$ cat config.mk
export PLATFORM = sky130hd
export DESIGN_NAME = fmac_regs
export DESIGN_NICKNAME = d
export VERILOG_FILES = /design/src/hw/fmac_pkg.sv /design/src/hw/fmac_evt_gate.sv /design/src/hw/fmac_regs.sv
export SDC_FILE = /design/constraint.sdc
export NUM_CORES = 1
export LEC_CHECK = 0
export BUFFER_PORTS_ARGS = -buffer_cell sky130_fd_sc_hd__buf_2
export CAP_MARGIN = 20
export CORE_MARGIN = 1
export CORE_UTILIZATION = 39
export DETAILED_ROUTE_END_ITERATION = 7
export SETUP_SLACK_MARGIN = 0.02
export SLEW_MARGIN = 10
export SYNTH_ARGS = -nofsm -noshare
export SYNTH_HDL_FRONTEND = slang
export SYNTH_SLANG_ARGS = --single-unit
$ cat constraint.sdc
create_clock -name i_clk -period 1.5 [get_ports i_clk]
set_input_delay 0.075 -clock i_clk [delete_from_list [all_inputs] [get_ports i_clk]]
set_output_delay 0.075 -clock i_clk [all_outputs]
set_load 0.02 [all_outputs]
$ cat src/hw/fmac_pkg.sv
// Package: register map, field positions and carrier types of the mask/ADC bank
package fmac_pkg;

	// ****************************************************************
	// Register map
	// ****************************************************************
	localparam logic [7:0] FMAC_OFS_MASK_A   = 8'h2C;
	localparam logic [7:0] FMAC_OFS_MASK_B   = 8'h2D;
	localparam logic [7:0] FMAC_OFS_CONV_CTL = 8'h2E;

	localparam logic [7:0] FMAC_RST_MASK_A   = 8'h00;
	localparam logic [7:0] FMAC_RST_MASK_B   = 8'h00;
	localparam logic [7:0] FMAC_RST_CONV_CTL = 8'h30;

	// Writable bits of mask B; bits 1-0 are read-only zero
	localparam logic [7:0] FMAC_WMASK_B      = 8'hFC;
	localparam logic [7:0] FMAC_ALL_ONES     = 8'hFF;

	// ****************************************************************
	// Field positions
	// ****************************************************************
	localparam int FMAC_A_CHG_CUR_REG  = 7;
	localparam int FMAC_A_BUS_OVP      = 6;
	localparam int FMAC_A_BAT_OVP      = 5;
	localparam int FMAC_A_BUS_OCP      = 4;
	localparam int FMAC_A_BAT_OCP      = 3;
	localparam int FMAC_A_CONV_OCP     = 2;
	localparam int FMAC_A_AD2_OVP      = 1;
	localparam int FMAC_A_AD1_OVP      = 0;
	localparam int FMAC_B_SYS_SHORT    = 7;
	localparam int FMAC_B_SYS_OVP      = 6;
	localparam int FMAC_B_RB_OVP       = 5;
	localparam int FMAC_B_RB_UVP       = 4;
	localparam int FMAC_B_TSHUT        = 2;
	localparam int FMAC_C_EN           = 7;
	localparam int FMAC_C_ONESHOT      = 6;
	localparam int FMAC_C_RES_HI       = 5;
	localparam int FMAC_C_RES_LO       = 4;
	localparam int FMAC_C_AVG          = 3;
	localparam int FMAC_C_SEED         = 2;

	// ****************************************************************
	// Carrier types
	// ****************************************************************
	// Converter settings presented to the measurement engine
	typedef struct packed {
		logic       enable;
		logic       one_shot;
		logic [1:0] resolution;
		logic       running_average_on;
		logic       average_seed_select;
		logic       avg_on_discharge;
	} fmac_conv_cfg_t;

	// Register access request from the serial port decoder
	typedef struct packed {
		logic       wr;
		logic       rd;
		logic [7:0] addr;
		logic [7:0] wdata;
	} fmac_req_t;

	typedef enum logic [1:0] {
		FMAC_IDLE = 2'b01,
		FMAC_RDY  = 2'b10
	} fmac_rd_state_t;

endpackage

$ cat src/hw/fmac_evt_gate.sv
// Per-event edge capture and mask gating for the interrupt pulse
`timescale 1ns/100ps

module fmac_evt_gate #(
	parameter int N = 16
) (
	input  wire logic         i_clk,
	input  wire logic         i_rst_n,
	input  wire logic [N-1:0] i_evt,
	input  wire logic [N-1:0] i_mask,
	output logic      [N-1:0] o_flag,
	output logic              o_pulse
);

	// ****************************************************************
	// Edge capture and gating
	// ****************************************************************
	logic [N-1:0] evt_prev_reg;
	logic [N-1:0] hit;

	// Event inputs are same-clock detector strobes or levels; edge taken
	always_ff @(posedge i_clk or negedge i_rst_n)
	begin
		if (!i_rst_n)
			evt_prev_reg <= '0;
		else
			evt_prev_reg <= i_evt;
	end

	generate
		for (genvar g = 0; g < N; g++)
		begin : g_bit
			// A masked event still raises its flag, only the pulse is held
			assign hit[g] = i_evt[g] & ~evt_prev_reg[g] & ~i_mask[g];
		end
	endgenerate

	// Flag holds the latest level so status tracks events regardless of mask
	always_ff @(posedge i_clk or negedge i_rst_n)
	begin
		if (!i_rst_n)
			o_flag <= '0;
		else
			o_flag <= i_evt;
	end

	// One-cycle pulse on any unmasked rising event
	always_ff @(posedge i_clk or negedge i_rst_n)
	begin
		if (!i_rst_n)
			o_pulse <= 1'b0;
		else
			o_pulse <= |hit;
	end

endmodule

$ cat src/hw/fmac_regs.sv
// Fault interrupt masks and converter control registers
//
// Overview of operation
// Mask A bit7 gates charge-current regulation events
// Mask A bit6 gates input bus overvoltage
// Mask A bit5 gates battery overvoltage
// Mask A bit4 gates input overcurrent
// Mask A bit3 gates battery overcurrent
// Mask A bit2 gates converter overcurrent
// Mask A bits1,0 gate adapter2, adapter1 overvoltage
// Mask B bit7 gates system short
// Mask B bit6 gates system overvoltage
// Mask B bit5 gates reverse-boost overvoltage
// Mask B bit4 gates reverse-boost undervoltage
// Mask B bit2 thermal shutdown; bits1-0 read-only
// Control bit7 converter enable, watchdog clears
// Control bit6 continuous or one-shot
// Control bits5-4 resolution, reset code 3
// Control bit3 averaging, never on discharge
// Control bit2 average seed source
// Conversion-done interrupt only in one-shot mode
// Unmasked events pulse interrupt; flags always update
// Register-reset command restores power-on values
`timescale 1ns/100ps

module fmac_regs (
	input  wire logic                    i_clk,
	input  wire logic                    i_rst_n,
	input  wire fmac_pkg::fmac_req_t     i_req,
	output logic                         o_ack,
	output logic [7:0]                   o_rdata,
	input  wire logic                    i_reg_rst,
	input  wire logic                    i_wdog_expire,
	input  wire logic                    i_chg_cur_reg,
	input  wire logic                    i_bus_ovp,
	input  wire logic                    i_bat_ovp,
	input  wire logic                    i_bus_ocp,
	input  wire logic                    i_bat_ocp,
	input  wire logic                    i_conv_ocp,
	input  wire logic                    i_ad2_ovp,
	input  wire logic                    i_ad1_ovp,
	input  wire logic                    i_sys_short,
	input  wire logic                    i_sys_ovp,
	input  wire logic                    i_rb_ovp,
	input  wire logic                    i_rb_uvp,
	input  wire logic                    i_tshut,
	input  wire logic                    i_conv_done,
	input  wire logic                    i_conv_done_mask,
	output fmac_pkg::fmac_conv_cfg_t     o_conv_cfg,
	output logic [13:0]                  o_evt_flags,
	output logic                         o_int_pulse
);

	// ****************************************************************
	// Register storage
	// ****************************************************************
	logic [7:0] fault_irq_mask_a_reg;
	logic [7:0] fault_irq_mask_b_reg;
	logic [7:0] converter_control_reg;
	logic       wr_a;
	logic       wr_b;
	logic       wr_c;

	assign wr_a = i_req.wr && (i_req.addr == fmac_pkg::FMAC_OFS_MASK_A);
	assign wr_b = i_req.wr && (i_req.addr == fmac_pkg::FMAC_OFS_MASK_B);
	assign wr_c = i_req.wr && (i_req.addr == fmac_pkg::FMAC_OFS_CONV_CTL);

	// Mask A: every bit writable, cleared by register-reset command
	always_ff @(posedge i_clk or negedge i_rst_n)
	begin
		if (!i_rst_n)
			fault_irq_mask_a_reg <= fmac_pkg::FMAC_RST_MASK_A;
		else if (i_reg_rst)
			fault_irq_mask_a_reg <= fmac_pkg::FMAC_RST_MASK_A;
		else if (wr_a)
			fault_irq_mask_a_reg <= i_req.wdata;
	end

	// Mask B: low two bits never store, so they read back as zero
	always_ff @(posedge i_clk or negedge i_rst_n)
	begin
		if (!i_rst_n)
			fault_irq_mask_b_reg <= fmac_pkg::FMAC_RST_MASK_B;
		else if (i_reg_rst)
			fault_irq_mask_b_reg <= fmac_pkg::FMAC_RST_MASK_B;
		else if (wr_b)
			fault_irq_mask_b_reg <= i_req.wdata & fmac_pkg::FMAC_WMASK_B;
	end

	// Converter control: enable also drops on watchdog expiry; the
	// expiry wins over a write in the same cycle so the part goes quiet
	always_ff @(posedge i_clk or negedge i_rst_n)
	begin
		if (!i_rst_n)
			converter_control_reg <= fmac_pkg::FMAC_RST_CONV_CTL;
		else if (i_reg_rst)
			converter_control_reg <= fmac_pkg::FMAC_RST_CONV_CTL;
		else
		begin
			if (wr_c)
				converter_control_reg <= i_req.wdata;
			if (i_wdog_expire)
				converter_control_reg[fmac_pkg::FMAC_C_EN] <= 1'b0;
		end
	end

	// ****************************************************************
	// Read port
	// ****************************************************************
	// Read data registered; unmapped offsets answer zero
	always_ff @(posedge i_clk or negedge i_rst_n)
	begin
		if (!i_rst_n)
			o_rdata <= 8'h00;
		else if (i_req.rd)
			unique case (i_req.addr)
				fmac_pkg::FMAC_OFS_MASK_A:   o_rdata <= fault_irq_mask_a_reg;
				fmac_pkg::FMAC_OFS_MASK_B:   o_rdata <= fault_irq_mask_b_reg;
				fmac_pkg::FMAC_OFS_CONV_CTL: o_rdata <= converter_control_reg;
				default:                     o_rdata <= 8'h00;
			endcase
	end

	// Acknowledge one cycle after any access
	always_ff @(posedge i_clk or negedge i_rst_n)
	begin
		if (!i_rst_n)
			o_ack <= 1'b0;
		else
			o_ack <= i_req.rd | i_req.wr;
	end

	// ****************************************************************
	// Converter settings
	// ****************************************************************
	// Registered so the engine sees one coherent set per cycle
	always_ff @(posedge i_clk or negedge i_rst_n)
	begin
		if (!i_rst_n)
			o_conv_cfg <= '0;
		else
		begin
			o_conv_cfg.enable <=
				converter_control_reg[fmac_pkg::FMAC_C_EN];
			o_conv_cfg.one_shot <=
				converter_control_reg[fmac_pkg::FMAC_C_ONESHOT];
			o_conv_cfg.resolution <=
				converter_control_reg[fmac_pkg::FMAC_C_RES_HI:
				fmac_pkg::FMAC_C_RES_LO];
			o_conv_cfg.running_average_on <=
				converter_control_reg[fmac_pkg::FMAC_C_AVG];
			o_conv_cfg.average_seed_select <=
				converter_control_reg[fmac_pkg::FMAC_C_SEED];
			// Discharge readings are always single-value
			o_conv_cfg.avg_on_discharge <= 1'b0;
		end
	end

	// ****************************************************************
	// Event gating
	// ****************************************************************
	logic [13:0] evt;
	logic [13:0] msk;
	logic        done_evt;

	// Conversion-done counts only while the one-shot bit is set, enabled or not
	assign done_evt = i_conv_done &
		converter_control_reg[fmac_pkg::FMAC_C_ONESHOT];

	assign evt = {done_evt, i_tshut, i_rb_uvp, i_rb_ovp, i_sys_ovp,
		i_sys_short, i_ad1_ovp, i_ad2_ovp, i_conv_ocp, i_bat_ocp,
		i_bus_ocp, i_bat_ovp, i_bus_ovp, i_chg_cur_reg};

	// Regulation entry and exit both announce: feed change, not level
	logic chg_prev_reg;
	logic chg_toggle_reg;
	always_ff @(posedge i_clk or negedge i_rst_n)
	begin
		if (!i_rst_n)
		begin
			chg_prev_reg   <= 1'b0;
			chg_toggle_reg <= 1'b0;
		end
		else
		begin
			chg_prev_reg   <= i_chg_cur_reg;
			chg_toggle_reg <= i_chg_cur_reg ^ chg_prev_reg;
		end
	end

	logic [13:0] evt_in;
	assign evt_in = {evt[13:1], chg_toggle_reg};

	assign msk = {
		i_conv_done_mask,
		fault_irq_mask_b_reg[fmac_pkg::FMAC_B_TSHUT],
		fault_irq_mask_b_reg[fmac_pkg::FMAC_B_RB_UVP],
		fault_irq_mask_b_reg[fmac_pkg::FMAC_B_RB_OVP],
		fault_irq_mask_b_reg[fmac_pkg::FMAC_B_SYS_OVP],
		fault_irq_mask_b_reg[fmac_pkg::FMAC_B_SYS_SHORT],
		fault_irq_mask_a_reg[fmac_pkg::FMAC_A_AD1_OVP],
		fault_irq_mask_a_reg[fmac_pkg::FMAC_A_AD2_OVP],
		fault_irq_mask_a_reg[fmac_pkg::FMAC_A_CONV_OCP],
		fault_irq_mask_a_reg[fmac_pkg::FMAC_A_BAT_OCP],
		fault_irq_mask_a_reg[fmac_pkg::FMAC_A_BUS_OCP],
		fault_irq_mask_a_reg[fmac_pkg::FMAC_A_BAT_OVP],
		fault_irq_mask_a_reg[fmac_pkg::FMAC_A_BUS_OVP],
		fault_irq_mask_a_reg[fmac_pkg::FMAC_A_CHG_CUR_REG]
	};

	fmac_evt_gate #(
		.N (14)
	) u_gate (
		.i_clk   (i_clk),
		.i_rst_n (i_rst_n),
		.i_evt   (evt_in),
		.i_mask  (msk),
		.o_flag  (o_evt_flags),
		.o_pulse (o_int_pulse)
	);

endmodule

======== Word level (Yosys, flattened, before mapping) ========
Index checks and enable logic that the tools add are counted.
Widths: inputs -> output; s select.
cells by class
  bitwise gates (word level) .............. 59
  equal/unequal tests ..................... 3
  reduce and logical (&&, ||, !) cells .... 8
  multiplexer cells ....................... 8
operators by type and width
  operator            number
  $mux 8              6
  $and 1x1->1         29
  $not 1->1           28
  $eq 8x6->1 const B  3
  $pmux 8 s3          1
  $reduce_or 14->1    1
  $reduce_bool 2->1   3
  $logic_and 1x1->1   3
  $reduce_bool 3->1   1
  $mux 1              1
  $or 1x1->1          1
  $xor 1x1->1         1
storage, ports and cells
  output and inout port bits .............. 31
  bits in registers ....................... 56
  input bits .............................. 37

======== Logic depth before layout (Yosys ltp) ========
Gate-level depths: netlist of run 1.
  depth in word-level cells ............... 5
  mapped depth ............................ 6
  mapped depth without buffers ............ 4

======== By module ========
A second synthesis of run 1 with hierarchy kept.
second synthesis, totals
  cells, all modules ...................... 189
  area, all modules ....................... 2303.5 sq um
by module, submodules not included
  module         times used  cells an instance  area each (sq um)  seq. area each (sq um)
  fmac_regs      1           151                1808.0             978.4
  fmac_evt_gate  1           38                 495.5              375.4

======== Worst setup path before layout of run 1 ========
No wires, ideal clock.
  path type ............................... input -> register
  start point ............................. in i_req[12] (netlist bit)
  end point ............................... reg fault_irq_mask_a_reg[0]
  required time ........................... 1368 ps
  arrival time ............................ 1580 ps
  stages on the path ...................... 5
  library setup time ...................... 132 ps
  path slack .............................. -211 ps
  path through ............................ or4b_1 buf_2 nor4_4 mux2i_1 nor2_1
on the way
  longest elaborated chain between the ends .. 3
ends and longest elaborated chain
  element                             RTL line         text
  start: declaration                  fmac_regs.sv:29  input wire fmac_pkg::fmac_req_t i_req,
  $eq 8x6->1                          fmac_regs.sv:64  assign wr_a = i_req.wr && (i_req.addr == fmac_pkg::FMAC_OFS_MASK_A);
  $logic_and 1x1->1                   fmac_regs.sv:64
  $reduce_bool 2->1 (no source line)  n/a
  end signal: assignment              fmac_regs.sv:72  fault_irq_mask_a_reg <= fmac_pkg::FMAC_RST_MASK_A;
  end signal: assignment              fmac_regs.sv:74  fault_irq_mask_a_reg <= fmac_pkg::FMAC_RST_MASK_A;
  end signal: assignment              fmac_regs.sv:76  fault_irq_mask_a_reg <= i_req.wdata;
  end: declaration                    fmac_regs.sv:57  logic [7:0] fault_irq_mask_a_reg;
Every way passes these cells.
A chain may end at the register's enable or synchronous reset.

======== Worst setup path in the final report of run 1 ========
  start point ............................. in i_req[12] (netlist bit)
  end point ............................... reg fault_irq_mask_a_reg[7]
The elaborated chain is that of the path after synthesis.

==> impl_metrics.ini, run 1 <==
[floorplanning]
die_area_sq_mm = 0.00589
core_area_sq_mm = 0.00524
die_w_um = 76.7
chipHeight_um = 76.7
start_util_pct = 41.6
row_count = 26
io-pin-count = 68

[run]
max-cap-violations = 0

[setup_path]
worstSetupStartpoint = i_req[12]
r2r-start = converter_control_reg[6]
cpMaxStageDelayCell = or4b_4
crit_fanout = 8
critPathKind = primary input to flip-flop
cp-end-kind = flip-flop
worstPathRequired_ns = 1.68
worstSetupStartpointType = primary input
critical_path.max_stage_delay_ns = 0.59
cp_top_family = simple AND/OR/NAND/NOR gates
path_buf_inv = 2
arrival_ns = 1.53
crit_path_cell_trace = buf_2, or4b_4, nor4_4, buf_12, mux2i_1, nor2_1

[cts]
clockBufferDepth = 2
ctsHoldBuffers = 17
cts_resized = 0
cts_setup_buffers = 0
cts_tree = built
clk_latency_ns = 0.31
cts_made_buffers = 5
clk_pin_slew_ns = 0.09
cts_sinks = 54
root_buffer = clkbuf_8
htreeDepth = 2

[grt]
antenna_found_initial = 0
grt-ovfl-total = 0
grt_pass1_vias = 1693
grt_pass1_wl_um = 8400
track_usage_pct = 18.7
grt_max_degree = 26

[drt]
vias_per_cell = 4.71
drtPass1Iterations = 4
antenna_left = 0
wirelength_um = 4960
drc = 0
first_iter_violations = 45
detail_route.wl_per_cell_um = 14.4
vias = 1625

[yosys]
syn_inst = 183
yosysUniqueCellTypes = 28
synth_edf_count = 0
syn_nets = 220
postSynthAreaPerCell_sq_um = 11.9
yosysWarnings = 0
ys.flop_type = dfrtp_1
ys_seq_area_share_pct = 62.1
syn_area_sq_mm = 0.00218
synth_seq_cells = 54
ys_async_sr_fraction_pct = 100

[sta]
finClkSkew_ns = 0.00751
period_needed_ns = 1.35
whs_ns = 0.0266
slew_viol_final = 0
finalSetupViolCount = 0
fmax_mhz = 739
fin_tns_setup_ns = 0
hold_violations = 0
min_period_over_period_pct = 90.2
rsz0062_at_grt = false

[place]
dp_hpwl_um = 3590
placed_area_sq_mm = 0.00268
io_buffers = 66
place.gp.congestion = 0.739

[status]
outcome = complete, no violations

[power]
p_per_area_mw_per_mm2 = 881
leakagePower_nw = 1.36
vdd_drop_max_mv = 0.672

[worst_hold_path]
hp-class = primary input to flip-flop
hold_start = i_req[0]

[layout]
finalNetCount = 311
area_growth_syn_to_layout_pct = 34.8
n_fill_cell = 473
diodes = 0
drive_above_1_share_pct = 33.1
largest_reg_flops = 14
design_area_sq_mm = 0.00294
[power breakdown]
part	switching, W	internal, W	total (W)
logic	0.000150	0.000118	0.000268
clock network	0.000452	0.000373	0.000826
registers	0.0000126	0.00148	0.00149
[kinds of logic (layout without fill, tap and decap cells)]
kind of cell / after synthesis / after routing / share of synthesized area, %
flops: 54 / 54 / 62.1
other cells: 1 / 1 / 0.172
compound gates: 18 / 18 / 4.77
simple gates: 63 / 63 / 16.1
xor+xnor: 1 / 1 / 0.402
mux: 28 / 28 / 13.0
buf+inv: 18 / 110 / 3.39
[through the flow]
step                      setup slack [ns]  utilization (%)  power, W  instances
after floorplan                     -0.199                -   0.00162        183
after global placement              -0.162             51.1   0.00176        320
after detailed placement            -0.173             51.1   0.00176        320
after CTS                            0.148             56.1   0.00263        345
after global routing                0.0601             56.1   0.00272        345
final                                0.147             56.1   0.00259        345
[worst register-to-register path, delay by kind of cell, from the launching register on]
| family | cells | cell delay [ns] |
|---|---|---|
| flip-flops | 1 | 0.42 |
| AND/OR/NAND/NOR | 3 | 0.56 |
| AO/OA/AOI/OAI | 1 | 0.16 |
[per-layer routing]
layer | up-vias | GRT usage (%) | wire length (um)
met5 | - | 0 | 0
met4 | 0 | 6.54 | 69
met3 | 8 | 4.29 | 193
met2 | 35 | 31.8 | 2490
met1 | 772 | 23.2 | 2210
li1 | 810 | - | -
[synth_stat cells (2+ instances only)]
cell       n  area [sq um]
dfstp_2    2          52.6
nand2_1    3          11.3
nand2b_1   2          12.5
o22ai_1    6          37.5
mux2i_1   26           260
nor2_1    29           109
nand3_1    4          20.0
nor3b_1   11          82.6
o21ai_0    2          10.0
mux2_2     2          22.5
nor3_1     4          20.0
a21oi_1    8          40.0
dfrtp_1   52          1300
nor4_1     4          25.0
buf_2      2          10.0
clkbuf_1   4          15.0
nor4_4     2          42.5
inv_1     10          37.5
[cells in the final DEF (no fill, tap or decap), drive strengths merged, types with 2 or more instances in the layout]
master and count:
nand2b 2, nand3 4, buf 75, dfrtp 52, mux2 2, mux2i 26, inv 10, clkbuf 7
nor2 29, o21ai 2, nor3 4, a21oi 8, dfstp 2, nand2 3, nor4 6, o22ai 6
nor3b 11, dlygate4sd3 17
[path summary, 6_finish.rpt]
kind	endpoint	slack, ns	depth (start not counted)
setup / recovery	fault_irq_mask_a_reg[7]	0.15	6
hold / removal	fault_irq_mask_a_reg[0]	0.03	3
setup reg to reg	u_gate.o_pulse	0.24	4
hold reg to reg	u_gate.evt_prev_reg[0]	0.39	0
max in group asynchronous	u_gate.o_pulse	0.71	3
min in group asynchronous	converter_control_reg[1]	0.25	2
[area by class of cell]
cell class | count | area (sq um) | area share (%)
clock buffers | 7 | 86.3 | 2.94
clock inverters | 1 | 5.00 | 0.170
inverters | 10 | 37.5 | 1.28
multi-input cells | 111 | 761 | 25.9
flip-flops and latches | 54 | 1350 | 46.1
well taps | 70 | 87.6 | 2.98
repair buffers | 92 | 606 | 20.6
No activity file was read; power rests on OpenSTA's default activity.
==> inputs of run 2 (changes only) <==
BUFFER_PORTS_ARGS = -buffer_cell sky130_fd_sc_hd__clkbuf_2   (was -buffer_cell sky130_fd_sc_hd__buf_2)
==> run 2 against run 1 <==
  * Flip-flop and latch count is the same
  * Largest cell class unchanged
  * First-iteration DRC count grew 49%
  * Register-to-register slack lost 0.04 ns
  * Non-clock buffer count shrank 1
  * Critical path depth is the same
  * Maximum frequency grew 3.6%
  * Via count shrank 0.18%
  * Die area is the same
==> impl_metrics.ini, run 2 (synthesis results as in run 1) <==
[setup_path]
worstPathRequired_ns = 1.67
crit_fanout = 7
reg2reg_to = u_gate.o_pulse
crit_end = converter_control_reg[7]
arrival_ns = 1.48
worstSetupStartpoint = i_req[12]
worstSetupStartpointType = primary input
critPathKind = primary input to flip-flop
worst-r2r-setup-slack_ns = 0.20
cp-end-kind = flip-flop
rr_worst_depth = 4
r2r-start = converter_control_reg[6]

[cts]
clk_pin_slew_ns = 0.09
clk_latency_ns = 0.31
cts_sinks = 54
cts_made_buffers = 5
clockBufferDepth = 2
htreeDepth = 2
cts_tree = built
root_buffer = clkbuf_8

[layout]
multiInputGateArea_sq_um = 761
layout_commonest_cell = clkbuf_2
post-route-util_pct = 55.9
final-seq-area_sq_mm = 0.00135
diodes = 0
largest_reg_flops = 14
layout_common_cells = clkbuf_2 (66), dfrtp_1 (52), nor2_1 (29)
area_growth_syn_to_layout_pct = 34.3
drive_above_1_share_pct = 33.2
n_fill_cell = 468
finalNetCount = 310

[grt]
grt_max_degree = 55
grtUsageMet2_pct = 28.2
antenna_found_initial = 0
top_usage_layer = met2
grt_pass1_wl_um = 8050
grt_pass1_vias = 1631
grt-ovfl-total = 0
met1_usage_pct = 23.6
track_usage_pct = 17.6
grt.met3_usage_pct = 4.05

[power]
p_per_area_mw_per_mm2 = 885
leakagePower_nw = 1.36
vdd_drop_max_mv = 0.487

[drt]
drtPass1Iterations = 4
detail_route.wl_per_cell_um = 13.9
vias_per_cell = 4.72
first_iter_violations = 67
wirelength_um = 4780
vias = 1622
antenna_left = 0
drc = 0

[sta]
period_needed_ns = 1.31
finClkSkew_ns = 0.00694
hold_violations = 0
whs_ns = 0.0149
min_period_over_period_pct = 87.1
slew_viol_final = 0
fmax_mhz = 766
finalSetupViolCount = 0
rsz0062_at_grt = false

[floorplanning]
die_area_sq_mm = 0.00589
row_count = 26
io-pin-count = 68
chipHeight_um = 76.7
die_w_um = 76.7
core_area_sq_mm = 0.00524
start_util_pct = 41.6

[place]
place.gp.congestion = 0.754
dp_hpwl_um = 3390
io_buffers = 66

[worst_hold_path]
hp-class = primary input to flip-flop
hold_start = i_conv_done

[status]
outcome = complete, no violations

[run]
max-cap-violations = 0
[run 2: cell count changes in the layout (fill, tap and decap cells not counted)]
cell,delta
clkbuf_2,+66
buf_2,-66
dlygate4sd3_1,-1
[run 2: layout make-up]
type / count / share of cell area (%)
Timing Repair Buffer: 91 / 20.4
Multi-Input combinational cell: 111 / 26.0
Clock buffer: 7 / 2.95
Inverter: 10 / 1.28
Tap cell: 70 / 2.99
Sequential cell: 54 / 46.3
Clock inverter: 1 / 0.171
[run 2: critical path: stages]
cell	delay, ns
clkbuf_2	0.08
or4b_4	0.58
nor4_2	0.26
buf_4	0.22
mux2i_1	0.20
nor3_1	0.06
[run 2: worst min path at each step]
stage | slack (ns) | cells after the start | to
final | 0.01 | 2 | u_gate.evt_prev_reg[13]
after global placement | 0.1 | 2 | chg_prev_reg
after floorplan | -0.22 | 0 | chg_prev_reg
after detailed placement | 0.1 | 2 | chg_prev_reg
after global routing | 0.007 | 2 | u_gate.evt_prev_reg[13]
after CTS | 0.002 | 2 | u_gate.evt_prev_reg[13]
[run 2: metal layers]
metal	vias up	part of all wire (%)
met5	-	0
met4	0	1.3
met3	5	3.5
met2	35	49
met1	779	47
li1	803	-
[run 2: power by group]
| part | switching (W) | internal (W) | total, W |
|---|---|---|---|
| Sequential | 0.0000132 | 0.00148 | 0.00149 |
| Combinational | 0.000149 | 0.000116 | 0.000264 |
| Clock | 0.000459 | 0.000374 | 0.000832 |
[run 2: per-stage QoR]
stage / setup TNS (ns) / power [W] / instances / area, sq um / setup slack, ns
3_5_place_dp: -2.52 / 0.00176 / 320 / 2680 / -0.136
3_3_place_gp: -2.43 / 0.00176 / 320 / 2680 / -0.133
2_1_floorplan: -2.51 / 0.00162 / 183 / 2190 / -0.199
5_1_grt: 0 / 0.00269 / 344 / 2930 / 0.0816
6_report: 0 / 0.00259 / 344 / 2930 / 0.194
4_1_cts: 0 / 0.00262 / 344 / 2930 / 0.162
[run 2: what timing repair did]
action / in CTS / in global routing
buffers inserted: 0 / 0
hold endpoints to repair: 68 / 0
hold buffers: 16 / 0
gates resized for setup: 0 / 0
==> inputs of run 3 (changes only) <==
PLACE_DENSITY = 0.66   (was not set)
clock period = 1.2 ns   (was 1.5 ns; I/O delays follow)
==> run 3 against run 2 <==
  * The flow now finishes with violations (hold timing, setup timing)
  * Sequential share of layout area down 2.0 points
  * Design area rose by 4.6%
  * Utilization is 2.6 points higher
  * Cell count is 2.3% higher
  * Critical endpoint is now fault_irq_mask_b_reg[6]
  * Clock skew decreased by 0.0024 ns
  * Clock power increased by 36%
  * Highest routed layer unchanged
  * Flip-flop and latch count did not move
  * Via count up 3.6%
  * Non-clock buffer count is 8 higher
  * First-iteration DRC count fell by 10%
  * Wire length is 1.9% higher
  * Largest power group unchanged
==> impl_metrics.ini, run 3 (synthesis results as in run 1) <==
[status]
outcome = complete, but fails checks
violations = hold timing, setup timing

[layout]
n_fill_cell = 445
diodes = 0
drive_above_1_share_pct = 37.2
area_growth_syn_to_layout_pct = 40.6
finalNonFillerCells = 352
layout_commonest_cell = clkbuf_2
post-route-util_pct = 58.5
finalNetCount = 318
layout_common_cells = clkbuf_2 (66), dfrtp_1 (52), nor2_1 (29)
largest_reg_flops = 14

[grt]
antenna_found_initial = 0
grt_pass1_vias = 1744
grt_pass1_wl_um = 8160
track_usage_pct = 17.7
grt_max_degree = 26
grt-ovfl-total = 0

[worst_hold_path]
hp-class = primary input to flip-flop

[cts]
htreeDepth = 2
clk_pin_slew_ns = 0.09
cts_sinks = 54
cts_made_buffers = 5
clk_latency_ns = 0.30
cts_tree = built
ctsHoldBuffers = 16
root_buffer = clkbuf_8
clockBufferDepth = 2

[floorplanning]
row_count = 26
start_util_pct = 41.6
chipHeight_um = 76.7
core_area_sq_mm = 0.00524
io-pin-count = 68
die_w_um = 76.7
die_area_sq_mm = 0.00589

[sta]
whs_ns = -0.00387
min_period_over_period_pct = 107
period_needed_ns = 1.29
finalWorstSetupSlack_ns = -0.0887
finClkSkew_ns = 0.00459
hold_violations = 1
finalSetupViolCount = 7
slew_viol_final = 0
rsz0062_at_grt = true
fin_tns_setup_ns = -0.556
fmax_mhz = 776

[drt]
detail_route.wl_per_cell_um = 13.8
first_iter_violations = 60
vias = 1681
wirelength_um = 4870
vias_per_cell = 4.78
drtPass1Iterations = 4
antenna_left = 0
drc = 0

[run]
max-cap-violations = 0

[place]
dpl_worst_slack_ns = -0.452
place.gp.congestion = 0.787
dp_hpwl_um = 3500
io_buffers = 66
placed_cells = 326

[setup_path]
arrival_ns = 1.46
crit_fanout = 6
worst-r2r-setup-slack_ns = -0.07
cp_top_family = simple AND/OR/NAND/NOR gates
critPathKind = primary input to flip-flop
cp-end-kind = flip-flop
path_buf_inv = 2
worstSetupStartpointType = primary input
critical_path.max_stage_delay_ns = 0.59
worstPathRequired_ns = 1.37
cpMaxStageDelayCell = or4b_4
crit_path_cell_trace = clkbuf_2, or4b_4, nor4_4, buf_6, mux2i_1, nor2_1

[power]
p_per_area_mw_per_mm2 = 1100
vdd_drop_max_mv = 0.952
leakagePower_nw = 1.43
run 3: layout make-up:
| cell class | instances | area [sq um] | share of cell area, % |
|---|---|---|---|
| repair buffers | 99 | 671 | 21.9 |
| clock buffers | 8 | 110 | 3.60 |
| inverters | 10 | 37.5 | 1.23 |
| multi-input cells | 111 | 802 | 26.2 |
| flip-flops and latches | 54 | 1350 | 44.2 |
| well taps | 70 | 87.6 | 2.86 |
run 3: metal layers:
layer / up-vias / global-route usage [%] / routed length, um
met5: - / 0 / 0
met3: 2 / 3.57 / 250
li1: 818 / - / -
met1: 803 / 24.1 / 2170
met4: 0 / 4.62 / 27
met2: 58 / 28.7 / 2420
run 3: final timing paths:
kind	start	endpoint	cells after the start
max in group asynchronous	i_rst_n	converter_control_reg[5]	3
setup reg to reg	fault_irq_mask_b_reg[6]	u_gate.o_pulse	4
hold reg to reg	chg_toggle_reg	u_gate.evt_prev_reg[0]	0
hold / removal	i_conv_done	u_gate.evt_prev_reg[13]	2
setup / recovery	i_req[12]	fault_irq_mask_b_reg[6]	6
min in group asynchronous	i_rst_n	chg_prev_reg	2
run 3: power breakdown:
group / internal, W / total [W] / switching [W]
combinational: 0.000164 / 0.000363 / 0.000200
clock: 0.000583 / 0.00113 / 0.000546
sequential: 0.00185 / 0.00187 / 0.0000167
run 3: worst register-to-register path, cell delays in order, from the launching register on:
cell     delay, ns
dfrtp_1       0.41
o32ai_1       0.49
nor4_4        0.09
buf_4         0.16
nand3_2       0.06
run 3: timing repair:
item / in CTS / in global routing
endpoints found under the hold margin: 69 / 1
endpoints found under the setup margin: 23 / 24
gates resized for setup: 5 / 5
pin swaps: 2 / 0
buffers inserted: 2 / 0
run 3: through the flow:
| stage | hold slack (ns) | instance area, sq um | total power (W) |
|---|---|---|---|
| 2_1_floorplan | -0.236 | 2200 | 0.00203 |
| 3_3_place_gp | -0.0104 | 2730 | 0.00221 |
| 3_5_place_dp | -0.0135 | 2730 | 0.00221 |
| 4_1_cts | -0.00935 | 3040 | 0.00339 |
| 5_1_grt | -0.0184 | 3060 | 0.00351 |
| 6_report | -0.00387 | 3060 | 0.00336 |
